$ cat config.mk
export PLATFORM = sky130hd
export DESIGN_NAME = rng_gate
export DESIGN_NICKNAME = d
export VERILOG_FILES = /design/src/rng_pkg.sv /design/src/rng_gate.sv
export SDC_FILE = /design/constraint.sdc
export NUM_CORES = 1
export LEC_CHECK = 0
export BUFFER_PORTS_ARGS = -buffer_cell sky130_fd_sc_hd__buf_2
export CAP_MARGIN = 20
export CORE_ASPECT_RATIO = 0.8
export CORE_MARGIN = 3
export CORE_UTILIZATION = 45
export CTS_BUF_LIST = sky130_fd_sc_hd__clkbuf_4
export DETAILED_ROUTE_END_ITERATION = 10
export PLACE_DENSITY = 0.75
export SYNTH_ARGS = -nofsm -noshare
export SYNTH_HDL_FRONTEND = slang
export SYNTH_SLANG_ARGS = --single-unit
export TNS_END_PERCENT = 5
$ cat constraint.sdc
create_clock -name clk -period 1.5 [get_ports clk]
set_input_delay 0.3 -clock clk [delete_from_list [all_inputs] [get_ports clk]]
set_output_delay 0.3 -clock clk [all_outputs]
set_load 0.03 [all_outputs]
$ cat src/rng_pkg.sv
// Purpose: Constants for the reset, non-maskable trap and power-down gate
// Assumes: CPU clock of 25 MHz, period 40 ns
// Notes:   Filter times are given in ns and turned into cycle counts here

package rng_pkg;

	localparam int CLK_PERIOD_NS   = 40;
	localparam int SPIKE_MAX_NS    = 10;
	localparam int ACCEPT_MIN_NS   = 100;
	// Longest ignored pulse rounds down, never below one cycle
	localparam int SPIKE_CYC       = (SPIKE_MAX_NS / CLK_PERIOD_NS) < 1 ? 1 : (SPIKE_MAX_NS / CLK_PERIOD_NS);
	// Accepted pulse rounds up
	localparam int ACCEPT_CYC      = (ACCEPT_MIN_NS + CLK_PERIOD_NS - 1) / CLK_PERIOD_NS;
	localparam int FILT_W          = 4;
	localparam logic [FILT_W-1:0] FILT_LIMIT = FILT_W'(ACCEPT_CYC);
	localparam logic [FILT_W-1:0] FILT_RST   = 4'h0;
	localparam logic [1:0]        STRAP_RST  = 2'h0;

	typedef enum logic [1:0] {
		RNG_RUN,
		RNG_RESET,
		RNG_PDOWN
	} rng_mode_t;

endpackage : rng_pkg

$ cat src/rng_gate.sv
// Purpose: Qualify external reset, raise non-maskable trap, gate power-down
// Assumes: Oscillator running; all pins asynchronous to clk
// Notes:   Strap and debug levels are captured on reset release

`timescale 1ns/1ps

module rng_gate
	import rng_pkg::*;
(
	input  wire logic       clk,                     // CPU clock
	input  wire logic       arst_n,                  // Power-on reset
	input  wire logic       external_reset_in_n,     // Reset pin
	input  wire logic       nmi_in_n,                // Trap pin
	input  wire logic       debug_reset_in,          // Debug reset pin
	input  wire logic       config_strap_bit_a,      // Strap pin a
	input  wire logic       config_strap_bit_b,      // Strap pin b
	input  wire logic       power_down_instruction,  // One-cycle pulse from CPU
	output logic            reset_out,               // Qualified device reset
	output logic            nmi_trap_req,            // One-cycle trap request
	output logic            power_down,              // Power-down mode level
	output logic [1:0]      startup_config,          // Captured straps
	output logic            hw_config_en,            // Debug configuration on
	output logic            debug_active             // Debug system on
);

	// ----------------------------------------------------------------
	// Elaboration check
	// ----------------------------------------------------------------
	// The low counter saturates at its limit, so the limit must fit four bits
	initial begin
		if (ACCEPT_CYC > 15 || ACCEPT_CYC < 1) begin
			$error("Filter count does not fit");
		end
	end

	// ----------------------------------------------------------------
	// State
	// ----------------------------------------------------------------
	// Every pin has its own two-stage chain; nothing reads a first stage
	typedef struct packed {
		logic [1:0]        rst_sync;
		logic [1:0]        nmi_sync;
		logic [1:0]        dbg_sync;
		logic [1:0]        sa_sync;
		logic [1:0]        sb_sync;
		logic              nmi_last;
		logic [FILT_W-1:0] low_cnt;
		rng_mode_t         mode;
		logic              trap;
		logic [1:0]        straps;
		logic              hw_cfg;
		logic              dbg_act;
	} rng_state_t;

	rng_state_t st;
	rng_state_t next_st;

	// ----------------------------------------------------------------
	// Filter decode
	// ----------------------------------------------------------------
	// Shared by run and power-down so both leave on the same low length
	function automatic logic accept_low(logic synced_n, logic [FILT_W-1:0] cnt);
		return !synced_n && cnt == FILT_LIMIT - 4'h1;
	endfunction : accept_low

	// ----------------------------------------------------------------
	// Next state
	// ----------------------------------------------------------------
	always_comb begin
		next_st          = st;
		next_st.rst_sync = {st.rst_sync[0], external_reset_in_n};
		next_st.nmi_sync = {st.nmi_sync[0], nmi_in_n};
		next_st.dbg_sync = {st.dbg_sync[0], debug_reset_in};
		next_st.sa_sync  = {st.sa_sync[0], config_strap_bit_a};
		next_st.sb_sync  = {st.sb_sync[0], config_strap_bit_b};
		next_st.nmi_last = st.nmi_sync[1];
		next_st.trap     = st.nmi_last & ~st.nmi_sync[1];
		// Low count saturates; short lows restart it when the pin goes high
		if (st.rst_sync[1]) begin
			next_st.low_cnt = FILT_RST;
		end else if (st.low_cnt != FILT_LIMIT) begin
			next_st.low_cnt = st.low_cnt + 4'h1;
		end
		case (st.mode)
			RNG_RUN: begin
				// Reset beats a power-down request in the same cycle
				if (accept_low(st.rst_sync[1], st.low_cnt)) begin
					next_st.mode = RNG_RESET;
				end else if (power_down_instruction && !st.nmi_sync[1]) begin
					next_st.mode = RNG_PDOWN;
				end
			end
			RNG_RESET: begin
				if (st.rst_sync[1]) begin
					next_st.mode    = RNG_RUN;
					next_st.straps  = {st.sb_sync[1], st.sa_sync[1]};
					next_st.hw_cfg  = st.dbg_sync[1];
					next_st.dbg_act = st.dbg_sync[1];
				end
			end
			RNG_PDOWN: begin
				// Only a reset leaves power-down
				if (accept_low(st.rst_sync[1], st.low_cnt)) begin
					next_st.mode = RNG_RESET;
				end
			end
			default: next_st.mode = RNG_RESET;
		endcase
		// Debug logic is cleared by a later low on the debug pin
		if (st.mode != RNG_RESET && !st.dbg_sync[1]) begin
			next_st.dbg_act = 1'b0;
		end
	end

	// ----------------------------------------------------------------
	// Registers
	// ----------------------------------------------------------------
	// Trap chain resets high so release with the trap pin high never looks like a falling edge
	always_ff @(posedge clk or negedge arst_n) begin
		if (!arst_n) begin
			st <= '{rst_sync: 2'h0, nmi_sync: 2'h3, dbg_sync: 2'h0, sa_sync: 2'h0,
			        sb_sync: 2'h0, nmi_last: 1'b1, low_cnt: FILT_RST, mode: RNG_RESET,
			        trap: 1'b0, straps: STRAP_RST, hw_cfg: 1'b0, dbg_act: 1'b0};
		end else begin
			st <= next_st;
		end
	end

	// ----------------------------------------------------------------
	// Outputs
	// ----------------------------------------------------------------
	assign reset_out      = (st.mode == RNG_RESET);
	assign nmi_trap_req   = st.trap;
	assign power_down     = (st.mode == RNG_PDOWN);
	assign startup_config = st.straps;
	assign hw_config_en   = st.hw_cfg;
	assign debug_active   = st.dbg_act;

	// ----------------------------------------------------------------
	// Checks
	// ----------------------------------------------------------------
	a_reset_entry: assert property (@(posedge clk) disable iff (!arst_n)
		(!st.rst_sync[1])[*3] |-> ##1 reset_out) else $error("Held low reset not taken");
	a_spike_drop: assert property (@(posedge clk) disable iff (!arst_n)
		(!reset_out && st.rst_sync[1]) ##1 !st.rst_sync[1] ##1 st.rst_sync[1] |=> !reset_out)
		else $error("Single cycle low caused reset");
	a_trap_once: assert property (@(posedge clk) disable iff (!arst_n)
		nmi_trap_req |=> !nmi_trap_req) else $error("Trap longer than a cycle");
	a_trap_edge: assert property (@(posedge clk) disable iff (!arst_n)
		($fell(st.nmi_sync[1])) |=> nmi_trap_req) else $error("Trap edge missed");
	a_pd_enter: assert property (@(posedge clk) disable iff (!arst_n)
		(st.mode == RNG_RUN && power_down_instruction && !st.nmi_sync[1] && st.rst_sync[1])
		|=> power_down) else $error("Power-down not entered");
	a_pd_ignore: assert property (@(posedge clk) disable iff (!arst_n)
		(st.mode == RNG_RUN && power_down_instruction && st.nmi_sync[1]) |=> !power_down)
		else $error("Power-down taken with trap pin high");
	a_strap_take: assert property (@(posedge clk) disable iff (!arst_n)
		(reset_out && st.rst_sync[1]) |=> startup_config == $past({st.sb_sync[1], st.sa_sync[1]}))
		else $error("Straps not captured");
	a_debug_take: assert property (@(posedge clk) disable iff (!arst_n)
		(reset_out && st.rst_sync[1]) |=> hw_config_en == $past(st.dbg_sync[1]))
		else $error("Debug level not captured");
	a_reset_hold: assert property (@(posedge clk) disable iff (!arst_n)
		(reset_out && !st.rst_sync[1]) |=> reset_out)
		else $error("Reset left while pin low");
	a_reset_exit: assert property (@(posedge clk) disable iff (!arst_n)
		(reset_out && st.rst_sync[1]) |=> !reset_out)
		else $error("Reset kept after pin high");
	a_reset_cause: assert property (@(posedge clk) disable iff (!arst_n)
		$rose(reset_out) |-> $past(!st.rst_sync[1]))
		else $error("Reset entered without low pin");
	a_pd_reset: assert property (@(posedge clk) disable iff (!arst_n)
		(power_down && accept_low(st.rst_sync[1], st.low_cnt)) |=> reset_out)
		else $error("Reset not taken from power-down");
	a_pd_hold: assert property (@(posedge clk) disable iff (!arst_n)
		(power_down && st.rst_sync[1]) |=> power_down)
		else $error("Power-down left without reset");
	a_pd_cause: assert property (@(posedge clk) disable iff (!arst_n)
		$rose(power_down) |-> $past(power_down_instruction && !st.nmi_sync[1]))
		else $error("Power-down entered without request");
	a_filter_sat: assert property (@(posedge clk) disable iff (!arst_n)
		st.low_cnt <= FILT_LIMIT)
		else $error("Low counter beyond limit");
	a_filter_clear: assert property (@(posedge clk) disable iff (!arst_n)
		st.rst_sync[1] |=> st.low_cnt == FILT_RST)
		else $error("Low counter not restarted");
	a_trap_quiet: assert property (@(posedge clk) disable iff (!arst_n)
		!$fell(st.nmi_sync[1]) |=> !nmi_trap_req)
		else $error("Trap without falling edge");
	a_strap_hold: assert property (@(posedge clk) disable iff (!arst_n)
		!(reset_out && st.rst_sync[1]) |=> $stable(startup_config))
		else $error("Straps changed outside release");
	a_hwcfg_hold: assert property (@(posedge clk) disable iff (!arst_n)
		!(reset_out && st.rst_sync[1]) |=> $stable(hw_config_en))
		else $error("Configuration enable changed outside release");
	a_dbg_clear: assert property (@(posedge clk) disable iff (!arst_n)
		(!reset_out && !st.dbg_sync[1]) |=> !debug_active)
		else $error("Debug not cleared by low pin");
	a_dbg_no_set: assert property (@(posedge clk) disable iff (!arst_n)
		(!reset_out && !debug_active) |=> !debug_active)
		else $error("Debug set outside release");

endmodule : rng_gate

==> qor.csv, run 1 <==
stage;metric;value;unit
status;status;completed;
detailed_routing;met1 wire length;539;um
layout;# fillers;146;
critical_path;crit-path max cell delay;0.56;ns
synth;synthesis warning total;0;
worst_hold_path;HP Class;in2reg;
global_routing;vias in the first global route;479;
timing;Achievable Freq;0.6942;GHz
synth;Yosys reg bits;22;
timing;Slew @ Worst Pin;0.4554;ns
synth;Mapped Cells;58;
detailed_routing;Routed WL;1.171;mm
synth;top_reg_cell synth;dfrtp_1;
detailed_routing;Routed WL per cell;11.83;um
timing;Final Skew;0.009254;ns
layout;share of layout cells above drive strength 1;45.45;%
detailed_routing;met3 WL;51;um
synth;number of synthesized flops with an enable pin;0;
synth;dominant cell by count in the synthesized netlist;dfrtp_1;
synth;top cell type's share of synthesized area;52.17;%
timing;Rel. slew slack;69.64;%
detailed_routing;drt drc;0;
synth;synthesized cell area;863.3;um^2
layout;multi-input logic area;276.5;um^2
critical_path;Critical Path AT;1.14;ns
power;Pleak;0.5041;nW
layout;fin util;60.22;%
critical_path;CP Capture Type;primary output;
global_routing;Remaining Overflow, GRT;0;
clock_tree;Root Driver;clkbuf_4;
clock_tree;latest clock arrival within the worst-skew pair;0.30;ns
synth;cell taking the most area after synthesis;dfrtp_1;
clock_tree;Inserted Clock Buffers;3;
floorplan;io pins;15;
flow_run;Max-Cap Viols;0;
critical_path;kind of critical path;reg2out;
placed_design;Detail Placement HPWL;852.6;um
detailed_routing;Via density;4.758;
timing;Final Hold Viols;0;
power;total power;1.759;mW
clock_tree;worst-case clock buffer depth;2;
layout;Layout area overhead;19.13;%
timing;final worst-path cycle share;96.04;%
floorplan;DIE WIDTH;54.97;um
timing;shortest period the worst path allows;1.441;ns
floorplan;starting density of the core;50.55;%
placed_design;GPL Wtd Cong;0.6489;
power;Pwr Density;1710;nW/um^2
layout;diodes inserted;0;
detailed_routing;Top Metal Used;met4;
clock_tree;CTS Sinks;22;
global_routing;largest net degree at the start of global routing;23;
detailed_routing;First DRT Iteration DRCs;4;
synth;synthesized net count;68;
global_routing;Tot GR Track Use;12.21;%
floorplan;# rows;13;
detailed_routing;met2 WL post-DR;568;um
floorplan;Core Region;1708;um^2
global_routing;first-pass GRT wire length;2.049;mm
timing;Slew Viols, Final;0;
layout;# nets final;88;
clock_tree;htree depth;1;
synth;top cells by count, synth;dfrtp_1 (18), nor2b_1 (5), dfstp_2 (4), nor2_1 (4);
timing;Final setup viols;0;
critical_path;CP cell instances;nor2b_2 > buf_4;
floorplan;die area;2483;um^2
global_routing;antenna violations before repair;0;
placed_design;placed cell count;91;
floorplan;Die Y;45.18;um
synth;Avg Inst Size Synth;14.88;um^2
power;peak supply drop;972.2;uV
layout;Non-Filler Instances;99;
layout;Seq. cell area;555.5;um^2
critical_path;startpoint class of the critical path;register;
placed_design;IO buf count;14;
detailed_routing;DR vias;471;
worst_hold_path;worst hold path startpoint;nmi_in_n;
critical_path;crit path launch;st[5];
clock_tree;Clk pin slew, worst setup/hold paths;0.12;ns
synth;Synth area leaders;dfrtp_1 (52%), dfstp_2 (12%), mux2_4 (5.2%);
critical_path;CP required;1.20;ns
critical_path;Reg2Reg Launch Point;st[5];
synth;asr flop ratio synth;100.0;%
synth;Netlist cell types;21;
critical_path;Worst path slowest cell;dfstp_2;
clock_tree;CTS tree;yes;
detailed_routing;DRT antenna net count;0;
critical_path;crit-path max FO;3;
synth;sequential area share after synthesis;64.35;%
detailed_routing;DRT Pass-1 Iters;4;
[stage by stage]
stage	cell area [um^2]	setup slack, ns	hold WS, ns	TNS, ns
floorplan	863.3	0.1557	0.004409	0
global placement	938.4	0.2757	0.2701	0
detailed placement	938.4	0.2125	0.2817	0
CTS	1018	0.01176	0.07243	0
global route	1028	-0.003550	0.05423	-0.003550
finish	1028	0.05941	0.08402	0
[registers in the layout, summed over array words and instances, names as in the netlist]
| name | cells |
|---|---|
| st | 11 |
| next_st | 6 |
| startup_config | 2 |
| debug_active | 1 |
| hw_config_en | 1 |
| nmi_trap_req | 1 |
[cells by family (layout without fill, tap and decap cells)]
kind of cell	after synthesis	after routing	synth area share [%]
flops	22	22	64.35
fa+ha+maj	2	2	2.898
mux	6	6	9.130
buf+inv	6	25	3.913
simple gates	18	18	16.52
compound gates	4	4	3.189
[worst max-delay path, delay by kind of cell (launching register included)]
family,cells,cell delay [ns]
and+or+nand+nor,1,0.13
DFF,1,0.56
buffers and inverters,1,0.16
[routing by layer]
layer,GRT usage [%],vias up
met5,0,-
met3,3.630,2
met1,15.28,230
met4,7.282,0
li1,-,229
met2,18.63,10
[path summary, 6_finish.rpt]
check	endpoint	slack [ns]	cells past startpoint
max	reset_out	0.06	2
max reg2reg	startup_config[0]	0.19	4
min reg2reg	st[13]	0.36	0
max in group asynchronous	st[5]	0.70	2
min in group asynchronous	nmi_trap_req	0.46	2
min	next_st[19]	0.08	1
[power breakdown]
| part | total [mW] | leakage (nW) | switching [mW] | internal, mW |
|---|---|---|---|---|
| Sequential | 0.778 | 0.263 | 0.0716 | 0.706 |
| Combinational | 0.545 | 0.213 | 0.285 | 0.260 |
| Clock | 0.437 | 0.0279 | 0.167 | 0.270 |
| Total | 1.76 | 0.504 | 0.523 | 1.24 |
[placed cells by master, fill, tap and decap left out]
cell type,n
a211oi_1,1
a21oi_1,1
buf_2,13
buf_4,4
bufinv_16,1
clkbuf_4,3
dfrtp_1,18
dfstp_2,4
dlygate4sd3_1,1
ha_1,2
inv_1,3
mux2_2,3
mux2_4,3
nand2_1,1
nand2b_1,2
nand3_1,1
nand3b_1,1
nand3b_4,1
nand4bb_1,1
nor2_1,4
nor2b_1,4
nor2b_2,1
nor3b_2,1
nor4b_4,1
o211ai_1,1
o21a_1,1
[what timing repair did]
item / 4_1_cts / 5_1_grt
endpoints found under the hold margin: 18 / 0
endpoints found under the setup margin: 1 / 1
setup buffers: 2 / 1
hold buffers: 1 / 0
gates resized for setup: 1 / 1
[final cells by class]
type	count	area share [%]
clock buffer	3	2.190
clock inverter	1	2.920
inverter	3	1.095
multi-input combinational	30	26.89
sequential	22	54.01
tap	22	2.676
timing repair buffer	18	10.22
(Power assumes the default switching activity.)
==> run 2, diff against run 1 <==
--- a/config.mk
+++ b/config.mk
@@ -12,7 +12,9 @@
 export CORE_UTILIZATION = 45
 export CTS_BUF_LIST = sky130_fd_sc_hd__clkbuf_4
 export DETAILED_ROUTE_END_ITERATION = 10
+export MAX_ROUTING_LAYER = met4
 export PLACE_DENSITY = 0.75
+export SETUP_SLACK_MARGIN = 0.2
 export SYNTH_ARGS = -nofsm -noshare
 export SYNTH_HDL_FRONTEND = slang
 export SYNTH_SLANG_ARGS = --single-unit
==> qor.csv, run 2 (synthesis gave the netlist of run 1 again) <==
stage;metric;value;unit
critical_path;crit-path max FO;3;
power;Pleak;0.4971;nW
layout;fin area;1042;um^2
clock_tree;Clk pin slew, worst setup/hold paths;0.12;ns
clock_tree;CTS tree;yes;
layout;fin util;61.03;%
detailed_routing;DR vias;487;
layout;most common cell after layout, fill and taps aside;dfrtp_1;
floorplan;io pins;15;
floorplan;Core Region;1708;um^2
timing;Achievable Freq;0.6901;GHz
placed_design;Detail Placement HPWL;856.7;um
global_routing;vias in the first global route;539;
worst_hold_path;HP Class;in2reg;
clock_tree;CTS Sinks;22;
clock_tree;latest clock arrival within the worst-skew pair;0.30;ns
detailed_routing;drt drc;0;
timing;Final Skew;0.003103;ns
placed_design;GPL Wtd Cong;0.6926;
floorplan;# rows;13;
power;Pwr Density;1714;nW/um^2
critical_path;kind of critical path;reg2out;
placed_design;post-placement setup slack;0.2120;ns
timing;setup ws final;0.05090;ns
global_routing;Remaining Overflow, GRT;0;
detailed_routing;Via density;5.021;
power;total power;1.787;mW
timing;final worst-path cycle share;96.61;%
floorplan;starting density of the core;50.55;%
detailed_routing;Routed WL;1.258;mm
critical_path;startpoint class of the critical path;register;
floorplan;Die Y;45.18;um
timing;hold slack;0.08292;ns
timing;Final Hold Viols;0;
floorplan;DIE WIDTH;54.97;um
critical_path;CP Capture Type;primary output;
timing;shortest period the worst path allows;1.449;ns
timing;Rel. slew slack;69.05;%
detailed_routing;Routed WL per cell;12.97;um
global_routing;largest net degree at the start of global routing;23;
timing;Setup TNS;0;ns
detailed_routing;DRT Pass-1 Iters;2;
layout;Layout area overhead;20.72;%
critical_path;Critical Path AT;1.15;ns
timing;Final setup viols;0;
critical_path;CP required;1.20;ns
layout;diodes inserted;0;
placed_design;placed cell count;91;
flow_run;Max-Cap Viols;0;
placed_design;Placed Area;940.9;um^2
floorplan;die area;2483;um^2
global_routing;Tot GR Track Use;13.73;%
clock_tree;Root Driver;clkbuf_4;
layout;Non-Filler Instances;97;
power;peak supply drop;1091;uV
clock_tree;Inserted Clock Buffers;3;
global_routing;antenna violations before repair;0;
global_routing;first-pass GRT wire length;2.283;mm
timing;Slew @ Worst Pin;0.4642;ns
layout;# nets final;86;
timing;Slew Viols, Final;0;
detailed_routing;First DRT Iteration DRCs;1;
layout;commonest non-fill, non-tap cells in the layout;dfrtp_1 (17), buf_2 (12), mux2_4 (5);
clock_tree;worst-case clock buffer depth;2;
status;status;completed;
layout;share of layout cells above drive strength 1;46.67;%
layout;max reg flops;11;
layout;most flop-heavy register;st;
critical_path;worst reg2reg setup slack;0.20;ns
timing;unrepaired setup endpoints after global routing;yes;
detailed_routing;DRT antenna net count;0;
placed_design;IO buf count;14;
clock_tree;htree depth;1;
-- run 2: cell count changes in the layout (fill, tap and decap cells not counted) --
| cell | delta |
|---|---|
| mux2_2 | -2 |
| mux2_4 | +2 |
| ha_1 | -1 |
| nor2b_4 | +1 |
| ha_2 | +1 |
| buf_2 | -1 |
| dfrtp_2 | +1 |
| dfrtp_1 | -1 |
| buf_6 | +1 |
| nor3b_4 | +1 |
| buf_4 | -2 |
| nor2b_2 | -1 |
| nor3b_2 | -1 |
-- run 2: worst max-delay path: stages, from the launching register on --
cell,delay (ns)
dfstp_2,0.57
nor2b_4,0.14
buf_6,0.13
-- run 2: power breakdown --
part	internal (mW)	switching, mW
clock	0.270	0.172
combinational	0.264	0.289
sequential	0.709	0.0820
total	1.24	0.544
-- run 2: repair_timing --
action / 4_1_cts / 5_1_grt
pin swaps: 0 / 1
resized for setup: 3 / 7
hold endpoints to repair: 18 / 0
hold buffers: 1 / 0
buffers inserted: 1 / 0
endpoints found under the setup margin: 4 / 4
-- run 2: area by class of cell --
cell class	count	area, um^2
inverters	3	11.26
clock buffers	3	22.52
repair buffers	16	96.34
multi-input cells	30	297.8
flip-flops and latches	22	556.8
fillers	139	665.6
well taps	22	27.53
clock inverters	1	30.03
-- run 2: metal layers --
metal | global-route usage [%] | part of all wire (%) | vias up
met3 | 4.950 | 4.8 | 2
met5 | - | 0 | -
met2 | 22.88 | 49 | 14
li1 | - | - | 226
met1 | 15.27 | 45 | 245
met4 | 4.369 | 0.56 | 0
-- run 2: path summary, 6_finish.rpt --
path | from | end | depth (start not counted)
min reg2reg | next_st[17] | st[17] | 0
max reg2reg | st[7] | st[7] | 3
max in group asynchronous | arst_n | st[5] | 2
max | st[5] | reset_out | 2
min in group asynchronous | arst_n | nmi_trap_req | 2
min | nmi_in_n | next_st[19] | 1
==> run 3, diff against run 2 <==
--- a/config.mk
+++ b/config.mk
@@ -12,8 +12,9 @@
 export CORE_UTILIZATION = 45
 export CTS_BUF_LIST = sky130_fd_sc_hd__clkbuf_4
 export DETAILED_ROUTE_END_ITERATION = 10
+export GPL_TIMING_DRIVEN = 0
 export MAX_ROUTING_LAYER = met4
-export PLACE_DENSITY = 0.75
+export PLACE_DENSITY = 0.78
 export SETUP_SLACK_MARGIN = 0.2
 export SYNTH_ARGS = -nofsm -noshare
 export SYNTH_HDL_FRONTEND = slang
==> constraint.sdc (replaced) <==
create_clock -name clk -period 1.2 [get_ports clk]
set_input_delay 0.24 -clock clk [delete_from_list [all_inputs] [get_ports clk]]
set_output_delay 0.24 -clock clk [all_outputs]
set_load 0.03 [all_outputs]
==> qor.csv, run 3 (synthesis gave the netlist of run 1 again) <==
stage;metric;value;unit
global_routing;vias in the first global route;502;
critical_path;Critical Path AT;1.12;ns
clock_tree;htree depth;1;
detailed_routing;drt drc;0;
placed_design;GPL Wtd Cong;0.6401;
timing;Achievable Freq;0.7352;GHz
floorplan;# rows;13;
floorplan;Core Region;1708;um^2
layout;# fillers;125;
detailed_routing;Routed WL;1.205;mm
critical_path;startpoint class of the critical path;register;
placed_design;IO buf count;14;
clock_tree;latest clock arrival within the worst-skew pair;0.30;ns
timing;Rel. slew slack;68.87;%
layout;Non-Filler Instances;102;
power;peak supply drop;1538;uV
critical_path;CP Capture Type;primary output;
critical_path;crit-path max cell delay;0.56;ns
critical_path;CP required;0.96;ns
clock_tree;Clk pin slew, worst setup/hold paths;0.11;ns
critical_path;crit path launch;st[5];
layout;commonest non-fill, non-tap cells in the layout;dfrtp_1 (16), buf_6 (9), buf_2 (7);
critical_path;CP cell instances;nor2b_4 > buf_6;
timing;Slew Viols, Final;0;
clock_tree;CTS Sinks;22;
layout;diodes inserted;0;
detailed_routing;DRT Pass-1 Iters;2;
timing;shortest period the worst path allows;1.360;ns
placed_design;Detail Placement HPWL;851.6;um
layout;max reg flops;11;
global_routing;first-pass GRT wire length;2.187;mm
clock_tree;Root Driver;clkbuf_4;
layout;# nets final;91;
timing;setup ws final;-0.1602;ns
timing;Final setup viols;8;
status;status;finished with violations;
critical_path;Reg2Reg Launch Point;st[7];
timing;hold slack;0.03583;ns
detailed_routing;DR vias;477;
critical_path;kind of critical path;reg2out;
status;failing checks;setup timing;
layout;most flop-heavy register;st;
timing;final worst-path cycle share;113.3;%
floorplan;die area;2483;um^2
timing;unrepaired setup endpoints after global routing;yes;
floorplan;io pins;15;
layout;fin util;65.71;%
power;Pwr Density;2157;nW/um^2
detailed_routing;Via density;4.676;
placed_design;Placed Area;963.4;um^2
layout;share of layout cells above drive strength 1;50.00;%
floorplan;Die Y;45.18;um
timing;Final Hold Viols;0;
clock_tree;Inserted Clock Buffers;3;
worst_hold_path;Hold Path Sink;next_st[21];
detailed_routing;First DRT Iteration DRCs;2;
detailed_routing;Routed WL per cell;11.81;um
floorplan;DIE WIDTH;54.97;um
flow_run;Max-Cap Viols;0;
critical_path;crit-path max FO;3;
critical_path;Worst path slowest cell;dfstp_2;
floorplan;starting density of the core;50.55;%
critical_path;reg2reg path depth;3;
worst_hold_path;worst hold path startpoint;external_reset_in_n;
worst_hold_path;Hold Path Depth;1;
global_routing;antenna violations before repair;0;
worst_hold_path;HP Class;in2reg;
global_routing;largest net degree at the start of global routing;23;
clock_tree;worst-case clock buffer depth;2;
global_routing;Tot GR Track Use;13.53;%
layout;Layout area overhead;30.00;%
global_routing;Remaining Overflow, GRT;0;
detailed_routing;DRT antenna net count;0;
power;Pleak;0.5284;nW
timing;Setup TNS;-0.7113;ns
layout;most common cell after layout, fill and taps aside;dfrtp_1;
critical_path;FF-to-FF End;st[8];
placed_design;placed cell count;94;
layout;fin area;1122;um^2
critical_path;worst reg2reg setup slack;-0.12;ns
timing;Slew @ Worst Pin;0.4670;ns
timing;Final Skew;0.004865;ns
clock_tree;CTS tree;yes;
[run 3: repair_timing]
action / in CTS / in global routing
pin swaps: 0 / 0
resized for setup: 21 / 1
setup buffers: 2 / 0
hold buffers: 1 / 1
hold endpoints to repair: 18 / 1
gates cloned: 0 / 0
setup endpoints to repair: 17 / 17
[run 3: per-stage QoR]
stage / worst slack (ns) / power (mW)
global route: -0.2197 / 2.552
finish: -0.1602 / 2.421
CTS: -0.1783 / 2.454
global placement: -0.07353 / 1.634
floorplan: 0.003937 / 1.485
detailed placement: -0.09872 / 1.654
[run 3: how the worst max path moves through the flow]
stage / to
global placement: st[8]
finish: reset_out
floorplan: st[7]
CTS: reset_out
detailed placement: st[8]
global route: reset_out
[run 3: final cells by class]
| cell class | instances | area (um^2) | share of cell area [%] |
|---|---|---|---|
| timing repair buffer | 18 | 148.9 | 13.27 |
| clock inverter | 1 | 30.03 | 2.676 |
| tap | 22 | 27.53 | 2.453 |
| multi-input combinational | 30 | 294.0 | 26.20 |
| buffer | 3 | 30.03 | 2.676 |
| sequential | 22 | 558.0 | 49.72 |
| clock buffer | 3 | 22.52 | 2.007 |
| inverter | 3 | 11.26 | 1.003 |
[run 3: where the power goes]
part           leakage, nW  total [mW]  internal, mW  switching (mW)
Combinational        0.241       0.878         0.495           0.384
Sequential           0.260       0.988         0.883           0.104
Clock               0.0279       0.555         0.337           0.217
Total                0.528        2.42          1.72           0.706
[run 3: routing by layer]
metal | GRT usage, % | share of wire (%) | up-vias
met4 | 5.825 | 1.2 | 0
met5 | - | 0 | -
li1 | - | - | 236
met2 | 20.75 | 47 | 15
met3 | 5.941 | 6.4 | 2
met1 | 15.30 | 45 | 224
[run 3: worst max-delay path, delay by kind of cell, from the launching register on]
kind	cells	cell delay (ns)
flops	1	0.56
simple gates	1	0.13
buf+inv	1	0.13
